<file path="src/hdl/scs_map.svh">
// Field positions, defaults and timing counts of the configuration word
`ifndef SCS_MAP_SVH
`define SCS_MAP_SVH
`define SCS_WORD_BITS     24
`define SCS_CLOAD_HI      23
`define SCS_CLOAD_LO      22
`define SCS_DUTY_BIT      21
`define SCS_FUNC_HI       20
`define SCS_FUNC_LO       19
`define SCS_OD_HI         18
`define SCS_OD_LO         16
`define SCS_FB_HI         15
`define SCS_FB_LO         7
`define SCS_REF_HI        6
`define SCS_REF_LO        0
`define SCS_DEFAULT_WORD  24'h238406
`define SCS_CLK_PERIOD_NS 25
`define SCS_GLIDE_TIME_NS 1000000
`define SCS_LOCK_TIME_NS  10000000
`define SCS_GLIDE_CYCLES  (`SCS_GLIDE_TIME_NS / `SCS_CLK_PERIOD_NS)
`define SCS_LOCK_CYCLES   (`SCS_LOCK_TIME_NS / `SCS_CLK_PERIOD_NS)
`endif

</file>
<file path="src/hdl/scs_pkg.sv">
// Types shared by the serial clock synthesizer configuration block
package scs_pkg;
  typedef logic [23:0] scs_word_t;
  typedef logic [1:0]  scs_func_t;
  typedef logic [2:0]  scs_odsel_t;
  typedef enum logic [1:0] {
    SCS_F_REF,
    SCS_F_REF_HALF,
    SCS_F_OFF,
    SCS_F_PRI_HALF
  } scs_second_fn_t;
endpackage

</file>
<file path="src/hdl/scs_clk_div.sv">
// Programmable clock divider producing an enable-free toggling output
`timescale 1ns/1ps
module scs_clk_div #(
  parameter int W = 8
) (
  input  wire logic         clk_i,   // System clock
  input  wire logic         rst_i,   // Sync reset
  input  wire logic         run_i,   // Count enable
  input  wire logic [W-1:0] ratio_i, // Divide ratio, 0 and 1 pass through
  input  wire logic         src_i,   // Source tick, one per source edge
  output logic              tick_o,  // Divided tick pulse
  output logic              lvl_o    // Divided square level
);
  logic [W-1:0] cnt_ff;
  logic         lvl_ff;
  logic         hit;

  assign hit    = src_i && (cnt_ff + W'(1) >= ratio_i);
  assign tick_o = run_i && hit;
  assign lvl_o  = lvl_ff;

  always_ff @(posedge clk_i) begin
    if (rst_i || !run_i) begin
      cnt_ff <= '0;
    end else if (hit) begin
      cnt_ff <= '0;
    end else if (src_i) begin
      cnt_ff <= cnt_ff + W'(1);
    end
  end

  always_ff @(posedge clk_i) begin
    if (rst_i || !run_i) begin
      lvl_ff <= 1'b0;
    end else if (hit) begin
      lvl_ff <= ~lvl_ff;
    end
  end
endmodule

</file>
<file path="src/hdl/scs_synth_config.sv">
// Serial programming port, configuration latch and output clock control
`timescale 1ns/1ps
`include "scs_map.svh"
module scs_synth_config #(
  parameter int GLIDE_CYCLES = `SCS_GLIDE_CYCLES,
  parameter int LOCK_CYCLES  = `SCS_LOCK_CYCLES
) (
  input  wire logic           clk_i,                 // 40 MHz system clock
  input  wire logic           rst_i,                 // Sync reset, power-up event
  input  wire logic           sclk_i,                // Serial clock pin
  input  wire logic           sdata_i,               // Serial data pin
  input  wire logic           strobe_i,              // Strobe pin
  input  wire logic           power_down_tristate_n, // Power-down, active low
  input  wire logic           ref_clk_i,             // Reference tick, one per ref edge
  output scs_pkg::scs_word_t  cfg_word_o,            // Latched configuration
  output logic [6:0]          reference_divider_word,// Active input divider
  output logic [8:0]          feedback_divider_word, // Active feedback divider
  output scs_pkg::scs_odsel_t output_divide_select,  // Active divider select
  output logic [3:0]          out_ratio_o,           // Decoded primary ratio
  output logic [1:0]          crystal_load_select,   // Crystal load setting
  output logic                duty_thresh_o,         // Duty threshold bit
  output scs_pkg::scs_func_t  second_output_function,// Secondary function
  output logic                pll_bypass_o,          // PLL bypassed
  output logic                gliding_o,             // Frequency glide active
  output logic                locked_o,              // Primary locked
  output logic                primary_clock_out,     // Primary clock
  output logic                primary_clock_oe_o,    // Primary output enable
  output logic                secondary_clock_out,   // Secondary clock
  output logic                secondary_clock_oe_o   // Secondary output enable
);
  import scs_pkg::*;

  // ----------------------------------------
  // Serial shift register
  // ----------------------------------------
  scs_word_t shift_ff;
  scs_word_t cfg_ff;
  logic      sclk_d_ff;
  logic      strobe_d_ff;
  logic      sclk_rise;
  logic      strobe_rise;

  assign sclk_rise   = sclk_i && !sclk_d_ff;
  assign strobe_rise = strobe_i && !strobe_d_ff;

  always_ff @(posedge clk_i) begin
    if (rst_i) begin
      sclk_d_ff   <= 1'b0;
      strobe_d_ff <= 1'b0;
    end else begin
      sclk_d_ff   <= sclk_i;
      strobe_d_ff <= strobe_i;
    end
  end

  // Shifting ignores power-down state
  always_ff @(posedge clk_i) begin
    if (rst_i) begin
      shift_ff <= '0;
    end else if (sclk_rise) begin
      shift_ff <= {shift_ff[`SCS_WORD_BITS-2:0], sdata_i};
    end
  end

  // ----------------------------------------
  // Configuration latch
  // ----------------------------------------
  always_ff @(posedge clk_i) begin
    if (rst_i) begin
      cfg_ff <= `SCS_DEFAULT_WORD;
    end else if (strobe_rise) begin
      cfg_ff <= shift_ff;
    end else if (strobe_i && sclk_rise) begin
      cfg_ff <= {shift_ff[`SCS_WORD_BITS-2:0], sdata_i};
    end
  end

  logic cfg_changed;
  logic freq_changed;
  assign cfg_changed  = cfg_ff != cfg_word_o;
  assign freq_changed = (cfg_ff[`SCS_REF_HI:`SCS_REF_LO] != reference_divider_word)
                     || (cfg_ff[`SCS_FB_HI:`SCS_FB_LO] != feedback_divider_word)
                     || (cfg_ff[`SCS_DUTY_BIT] != duty_thresh_o)
                     || (cfg_ff[`SCS_CLOAD_HI:`SCS_CLOAD_LO] != crystal_load_select);

  // ----------------------------------------
  // Field decode, fields from flip-flops, out_ratio_o and pll_bypass_o decoded from them
  // ----------------------------------------
  always_ff @(posedge clk_i) begin
    if (rst_i) begin
      cfg_word_o             <= `SCS_DEFAULT_WORD;
      reference_divider_word <= 7'(`SCS_DEFAULT_WORD >> `SCS_REF_LO);
      feedback_divider_word  <= 9'(`SCS_DEFAULT_WORD >> `SCS_FB_LO);
      output_divide_select   <= 3'(`SCS_DEFAULT_WORD >> `SCS_OD_LO);
      crystal_load_select    <= 2'(`SCS_DEFAULT_WORD >> `SCS_CLOAD_LO);
      duty_thresh_o          <= 1'(`SCS_DEFAULT_WORD >> `SCS_DUTY_BIT);
      second_output_function <= 2'(`SCS_DEFAULT_WORD >> `SCS_FUNC_LO);
    end else begin
      cfg_word_o             <= cfg_ff;
      reference_divider_word <= cfg_ff[`SCS_REF_HI:`SCS_REF_LO];
      feedback_divider_word  <= cfg_ff[`SCS_FB_HI:`SCS_FB_LO];
      output_divide_select   <= cfg_ff[`SCS_OD_HI:`SCS_OD_LO];
      crystal_load_select    <= cfg_ff[`SCS_CLOAD_HI:`SCS_CLOAD_LO];
      duty_thresh_o          <= cfg_ff[`SCS_DUTY_BIT];
      second_output_function <= cfg_ff[`SCS_FUNC_HI:`SCS_FUNC_LO];
    end
  end

  always_comb begin
    case (output_divide_select)
      3'h0:    out_ratio_o = 4'hA;
      3'h1:    out_ratio_o = 4'h2;
      3'h2:    out_ratio_o = 4'h8;
      3'h3:    out_ratio_o = 4'h4;
      3'h4:    out_ratio_o = 4'h5;
      3'h5:    out_ratio_o = 4'h7;
      3'h6:    out_ratio_o = 4'h3;
      default: out_ratio_o = 4'h6;
    endcase
  end

  assign pll_bypass_o = reference_divider_word == 7'h00;

  // ----------------------------------------
  // Glide and lock timers
  // ----------------------------------------
  logic [31:0] glide_cnt_ff;
  logic [31:0] lock_cnt_ff;

  always_ff @(posedge clk_i) begin
    if (rst_i) begin
      glide_cnt_ff <= '0;
    end else if (freq_changed) begin
      glide_cnt_ff <= 32'(GLIDE_CYCLES);
    end else if (glide_cnt_ff != '0) begin
      glide_cnt_ff <= glide_cnt_ff - 32'h1;
    end
  end

  always_ff @(posedge clk_i) begin
    if (rst_i) begin
      lock_cnt_ff <= '0;
    end else if (cfg_changed) begin
      lock_cnt_ff <= 32'(LOCK_CYCLES);
    end else if (lock_cnt_ff != '0) begin
      lock_cnt_ff <= lock_cnt_ff - 32'h1;
    end
  end

  assign gliding_o = glide_cnt_ff != '0;
  assign locked_o  = lock_cnt_ff == '0;

  // ----------------------------------------
  // Output clocks, digital stand-in for PLL path
  // ----------------------------------------
  logic pri_tick;
  logic pri_lvl;
  logic ref_lvl_ff;
  logic ref_half_ff;
  logic pri_half_ff;
  logic pri_ff;
  logic sec_ff;

  // Divider select change restarts the divider, glitch allowed
  scs_clk_div #(.W(4)) u_out_div (
    .clk_i   (clk_i),
    .rst_i   (rst_i || (cfg_ff[`SCS_OD_HI:`SCS_OD_LO] != output_divide_select)),
    .run_i   (power_down_tristate_n && !pll_bypass_o),
    .ratio_i (out_ratio_o),
    .src_i   (ref_clk_i),
    .tick_o  (pri_tick),
    .lvl_o   (pri_lvl)
  );

  always_ff @(posedge clk_i) begin
    if (rst_i) begin
      ref_lvl_ff  <= 1'b0;
      ref_half_ff <= 1'b0;
      pri_half_ff <= 1'b0;
    end else begin
      if (ref_clk_i) begin
        ref_lvl_ff <= ~ref_lvl_ff;
      end
      if (ref_clk_i && ref_lvl_ff) begin
        ref_half_ff <= ~ref_half_ff;
      end
      if (pri_tick && pri_lvl) begin
        pri_half_ff <= ~pri_half_ff;
      end
    end
  end

  always_ff @(posedge clk_i) begin
    if (rst_i) begin
      pri_ff <= 1'b0;
      sec_ff <= 1'b0;
    end else begin
      pri_ff <= pll_bypass_o ? ref_lvl_ff : pri_lvl;
      case (scs_second_fn_t'(second_output_function))
        SCS_F_REF:      sec_ff <= ref_lvl_ff;
        SCS_F_REF_HALF: sec_ff <= ref_half_ff;
        SCS_F_OFF:      sec_ff <= 1'b0;
        SCS_F_PRI_HALF: sec_ff <= pll_bypass_o ? ref_lvl_ff : pri_half_ff;
        default:        sec_ff <= 1'b0;
      endcase
    end
  end

  assign primary_clock_out    = pri_ff;
  assign secondary_clock_out  = sec_ff;
  assign primary_clock_oe_o   = power_down_tristate_n;
  assign secondary_clock_oe_o = power_down_tristate_n;

  // ----------------------------------------
  // Checks
  // ----------------------------------------
  strobe_latch_a: assert property (@(posedge clk_i) disable iff (rst_i)
    strobe_rise |=> cfg_ff == $past(shift_ff))
    else $error("strobe did not latch shift word");
  shift_order_a: assert property (@(posedge clk_i) disable iff (rst_i)
    sclk_rise |=> shift_ff[0] == $past(sdata_i) && shift_ff[23:1] == $past(shift_ff[22:0]))
    else $error("shift order wrong");
  strobe_pass_a: assert property (@(posedge clk_i) disable iff (rst_i)
    strobe_i && strobe_d_ff && sclk_rise |=> cfg_ff == shift_ff)
    else $error("strobe high pass-through failed");
  latch_hold_a: assert property (@(posedge clk_i) disable iff (rst_i)
    !strobe_i && !$past(strobe_i) |-> $stable(cfg_ff))
    else $error("latch changed without strobe");
  tristate_out_a: assert property (@(posedge clk_i) disable iff (rst_i)
    !power_down_tristate_n |-> !primary_clock_oe_o && !secondary_clock_oe_o)
    else $error("outputs driven in power-down");
  ratio_map_a: assert property (@(posedge clk_i) disable iff (rst_i)
    output_divide_select == 3'h0 |-> out_ratio_o == 4'hA)
    else $error("divider select decode wrong");
  field_map_a: assert property (@(posedge clk_i) disable iff (rst_i)
    ##1 feedback_divider_word == $past(cfg_ff[15:7]) && reference_divider_word == $past(cfg_ff[6:0]))
    else $error("field layout wrong");
  bypass_flag_a: assert property (@(posedge clk_i) disable iff (rst_i)
    pll_bypass_o |=> primary_clock_out == $past(ref_lvl_ff))
    else $error("bypass does not pass reference");
  sec_off_a: assert property (@(posedge clk_i) disable iff (rst_i)
    second_output_function == 2'h2 |=> !secondary_clock_out)
    else $error("secondary off not low");
  glide_start_a: assert property (@(posedge clk_i) disable iff (rst_i)
    freq_changed |=> gliding_o)
    else $error("glide not started");
  lock_start_a: assert property (@(posedge clk_i) disable iff (rst_i)
    cfg_changed |=> !locked_o)
    else $error("lock timer not started");
endmodule

</file>
<file path="config.mk">
export PLATFORM = sky130hd
export DESIGN_NAME = scs_synth_config
export DESIGN_NICKNAME = d
export VERILOG_FILES = /design/src/hdl/scs_pkg.sv /design/src/hdl/scs_clk_div.sv /design/src/hdl/scs_synth_config.sv
export VERILOG_INCLUDE_DIRS = /design/src /design/src/hdl
export SDC_FILE = /design/constraint.sdc
export NUM_CORES = 1
export LEC_CHECK = 0
export BUFFER_PORTS_ARGS = -buffer_cell sky130_fd_sc_hd__buf_4
export CORE_ASPECT_RATIO = 0.75
export CORE_MARGIN = 1
export CORE_UTILIZATION = 55
export CTS_CLUSTER_DIAMETER = 200
export DETAILED_ROUTE_END_ITERATION = 8
export PLACE_DENSITY = 0.86
export SLEW_MARGIN = 15
export SYNTH_ARGS = -nofsm -noshare
export SYNTH_HDL_FRONTEND = slang
export SYNTH_SLANG_ARGS = --single-unit
</file>
<file path="constraint.sdc">
create_clock -name clk_i -period 2.9 [get_ports clk_i]
set_clock_uncertainty 0.15 [all_clocks]
set_input_delay 0.58 -clock clk_i [delete_from_list [all_inputs] [get_ports clk_i]]
set_output_delay 0.58 -clock clk_i [all_outputs]
set_load 0.01 [all_outputs]
</file>
==> parameters.txt <==
Parameter                              Value

Outcome
  Run status    complete, but fails checks
  Failing checks    setup timing

Detailed routing
  Via/cell ratio    5.597
  Routed vias    5563
  Drt first pass iters    5
  DRT Wirelength    14590 µm
  DRC Markers    0
  Number of design-rule violations left by the first detailed-router iteration    482
  Antenna violation net count after detailed routing    0
  DR WL/cell    ~15 µm

STA
  Highest Clock Rate    340.7 MHz
  Tightest Pin Transition    752.9 ps
  Share of the clock period used by the worst path after layout    1.012
  Setup slack after layout    -35.39 ps
  Min cycle time layout    2935 ps
  Final max-slew violation count    0
  Worst slew slack as a fraction of its limit    0.4969
  Number of failing hold endpoints at the final stage    0
  Final setup fails    1

Logic synthesis
  Fraction of post-synthesis cell area in the top cell type by area    0.4470
  Yosys Warn Count    0
  Flops & latches, synth    148
  Mapped Avg Cell Area    8.455 µm²
  Ys flop type    sky130_fd_sc_hd__dfxtp_1
  Nets in the synthesized netlist    798
  Count of mapped cells out of synthesis    784
  Distinct cells, synth    47
  Number of enable flip-flop cells after synthesis    0
  Sequential cell area fraction in the yosys report    0.4470
  Synth async-reset ratio    0
  Largest cells by area after synthesis    sky130_fd_sc_hd__dfxtp_1, sky130_fd_sc_hd__nand2_1, sky130_fd_sc_hd__nor2_1, sky130_fd_sc_hd__xnor2_1, sky130_fd_sc_hd__xor2_1
  Mapped cell area    6629 µm²
  Cell type contributing the most total cell area after synthesis    sky130_fd_sc_hd__dfxtp_1

Worst setup path
  Critical path arrival    2210 ps
  CP max stage delay    500 ps
  Crit Reg-Reg Endpoint    glide_cnt_ff[6]$_SDFFE_PP0P_
  Cell Chain, Critical Path    inv_1, ha_1, nor4b_2, nand4_1, or3_1, buf_4
  CP required    2170 ps
  Crit path capture type    output port
  Kind of launch point of the worst setup path    register
  Category of the most critical setup path    reg -> out
  Largest driver fanout on the critical path    5
  Critical register-to-register path startpoint    glide_cnt_ff[1]$_SDFFE_PP0P_
  Internal reg-to-reg setup slack    between 400 and 500 ps
  Cell count of the worst reg-to-reg path    8
  Critical path's slowest cell    sky130_fd_sc_hd__or3_1

Clock tree
  Number of buffers created by CTS    17
  Number of H-tree branching levels    4
  Clock tree buffer depth    2
  Number of sinks handled by clock tree synthesis    148
  Clock network latency to the later pin of the worst-skew pair    420 ps
  CTS tree    yes
  Clock-pin slew of the registers on the worst-case setup and hold paths    approximately 60 ps
  Buffer cell driving the clock tree root    sky130_fd_sc_hd__clkbuf_16
  CTS Hold Bufs    0

Global routing
  Overall track demand over capacity in global routing    0.2405
  Leftover overflow at the end of global routing    0
  Antenna violations before repair    0
  Wire length of the first global-routing pass    23720 µm
  Maximum number of pins on one net before global-route repair    57
  Vias in the first global route    4897

Final layout
  Area grow syn2layout    15.63%
  Count of nets after finishing    833
  Inserted Diodes    0
  Register area    ~3000 µm²
  Layout cell share with drive strength beyond 1    0.1575
  Post-Layout Inst Area    approximately 7700 µm²
  Final standard cell count with taps included and fillers excluded    between 900 and 1000
  Area used by multi-input combinational logic    approximately 3300 µm²
  Count of filler cells inserted in the layout    918

Job
  Max cap viols    0

Hold path
  Class of the most critical hold timing path    in -> reg
  Worst hold path startpoint    sclk_i
  Number of cells on the worst hold path    2
  Hold endpoint    sclk_d_ff$_SDFF_PP0_

Power and ir drop
  VDD IR-drop max    448.1 µV
  Leak pwr    3.046 nW
  Pwr Density    598.7 nW/µm²

Floorplanning
  Die span in x    about 130 µm
  Top Ports    66
  Area enclosed by the die boundary    12500 µm²
  Core area    approximately 12000 µm²
  Site row count    34
  Starting density of the core    0.5687
  Die Y-Extent    97.08 µm

Placed design
  Cell area after placement    between 7000 and 8000 µm²
  Estimated wirelength of the detail-placed design    9629 µm
  Placed Instances    960
  Number of port buffers    65
  Final weighted congestion in routability-driven placement    about 0.86
  Post-place setup slack    408.2 ps
through the flow:
step,util,power [mW],TNS [ps],hold slack (ps)
2_1_floorplan,-,2.444,0,286.7
3_3_place_gp,0.6068,2.544,0,296.8
3_5_place_dp,0.6068,2.552,0,310.8
4_1_cts,0.6555,4.600,0,240.1
5_1_grt,0.6576,4.753,-110.7,260.9
6_report,0.6576,4.589,-35.39,249.2
worst max-delay path by stage:
stage	to	from	cells after the start	slack (ps)
floorplan	gliding_o	glide_cnt_ff[0]$_SDFFE_PP0P_	7	510
global placement	gliding_o	glide_cnt_ff[0]$_SDFFE_PP0P_	6	470
detailed placement	gliding_o	glide_cnt_ff[0]$_SDFFE_PP0P_	6	410
CTS	gliding_o	glide_cnt_ff[12]$_SDFFE_PP0P_	4	20
global route	gliding_o	glide_cnt_ff[0]$_SDFFE_PP0P_	6	-110
finish	gliding_o	glide_cnt_ff[1]$_SDFFE_PP0P_	6	-40
cell usage in the layout (no fill, tap or decap), types with 18 or more instances in the layout:
cell type | synthesis | final
sky130_fd_sc_hd__xor2_1 | 40 | 40
sky130_fd_sc_hd__inv_1 | 18 | 18
sky130_fd_sc_hd__buf_4 | 26 | 80
sky130_fd_sc_hd__a21oi_1 | 40 | 40
sky130_fd_sc_hd__nor2b_1 | 21 | 20
sky130_fd_sc_hd__nand3_1 | 45 | 45
sky130_fd_sc_hd__nor3_1 | 20 | 20
sky130_fd_sc_hd__nor2_1 | 96 | 96
sky130_fd_sc_hd__xnor2_1 | 40 | 40
sky130_fd_sc_hd__nand2_1 | 97 | 97
sky130_fd_sc_hd__dfxtp_1 | 148 | 148
sky130_fd_sc_hd__a311oi_1 | 18 | 18
logic make-up (layout without fill, tap and decap cells):
| kind of cell | Yosys count | after routing | share of synthesized area |
|---|---|---|---|
| and+or+nand+nor | 364 | 364 | 0.2705 |
| DFF | 148 | 148 | 0.4470 |
| AOI/OAI and AO/OA | 100 | 100 | 0.09664 |
| buffers and inverters | 82 | 130 | 0.06248 |
| xor gates and xnor gates | 80 | 80 | 0.1057 |
| adders and majority gates | 7 | 7 | 0.01321 |
| muxes | 3 | 3 | 0.004530 |
area by class of cell:
cell class / count / share of cell area
Clock buffer: 19 / 0.05909
Clock inverter: 13 / 0.01420
Inverter: 18 / 0.008815
Multi-Input combinational cell: 554 / 0.4265
Sequential cell: 148 / 0.3865
Tap cell: 162 / 0.02644
Timing Repair Buffer: 80 / 0.07835
cell usage after synthesis, types with 4 or more instances:
| cell type | instances |
|---|---|
| sky130_fd_sc_hd__and2_1 | 4 |
| sky130_fd_sc_hd__or4_1 | 5 |
| sky130_fd_sc_hd__or2_2 | 9 |
| sky130_fd_sc_hd__inv_1 | 18 |
| sky130_fd_sc_hd__a21oi_1 | 40 |
| sky130_fd_sc_hd__nand3b_1 | 6 |
| sky130_fd_sc_hd__o21ai_0 | 14 |
| sky130_fd_sc_hd__xnor2_1 | 40 |
| sky130_fd_sc_hd__nand2b_1 | 7 |
| sky130_fd_sc_hd__nor2_1 | 96 |
| sky130_fd_sc_hd__o31ai_1 | 4 |
| sky130_fd_sc_hd__buf_2 | 7 |
| sky130_fd_sc_hd__clkbuf_1 | 28 |
| sky130_fd_sc_hd__nand4b_1 | 5 |
| sky130_fd_sc_hd__nand2_1 | 97 |
| sky130_fd_sc_hd__ha_1 | 7 |
| sky130_fd_sc_hd__nand3_1 | 45 |
| sky130_fd_sc_hd__a311oi_1 | 18 |
| sky130_fd_sc_hd__nor4_1 | 17 |
| sky130_fd_sc_hd__dfxtp_1 | 148 |
| sky130_fd_sc_hd__nand4_1 | 12 |
| sky130_fd_sc_hd__or3_1 | 8 |
| sky130_fd_sc_hd__nor2b_1 | 21 |
| sky130_fd_sc_hd__nor3_1 | 20 |
| sky130_fd_sc_hd__a221o_1 | 5 |
| sky130_fd_sc_hd__a31oi_1 | 7 |
| sky130_fd_sc_hd__buf_4 | 26 |
| sky130_fd_sc_hd__xor2_1 | 40 |
per-layer routing:
| layer | GRT usage | routed length [µm] |
|---|---|---|
| met5 | 0 | 0 |
| met1 | 0.3481 | 6857 |
| met4 | 0.08778 | 201 |
| met3 | 0.05947 | 1040 |
| met2 | 0.3439 | 6487 |
registers in the layout, summed over array words and instances, names as in the netlist:
name                 cells
ref_lvl_ff               1
u_out_div.lvl_o          1
cfg_ff                  24
secondary_clock_out      1
glide_cnt_ff            32
lock_cnt_ff             32
u_out_div.cnt_ff         4
cfg_word_o              24
shift_ff                24
sclk_d_ff                1
ref_half_ff              1
pri_half_ff              1
strobe_d_ff              1
primary_clock_out        1
critical path, delay by kind of cell (launching register included):
family | cells | cell delay (ps)
buffers and inverters | 2 | 250
adders and majority gates | 1 | 150
DFF | 1 | 330
and+or+nand+nor | 3 | 1060
power breakdown:
| part | leakage (nW) | total (mW) | internal, mW | switching, mW |
|---|---|---|---|---|
| combinational | 1.57 | 0.371 | 0.162 | 0.209 |
| clock | 0.275 | 2.07 | 1.22 | 0.854 |
| sequential | 1.21 | 2.15 | 2.09 | 0.0578 |
| total | 3.05 | 4.59 | 3.47 | 1.12 |
repair_timing:
item	CTS	global route
pin swaps	0	1
setup buffers	0	2
gates resized for setup	1	1
setup endpoints to repair	1	1
cloned	0	0
(Power assumes the default switching activity.)
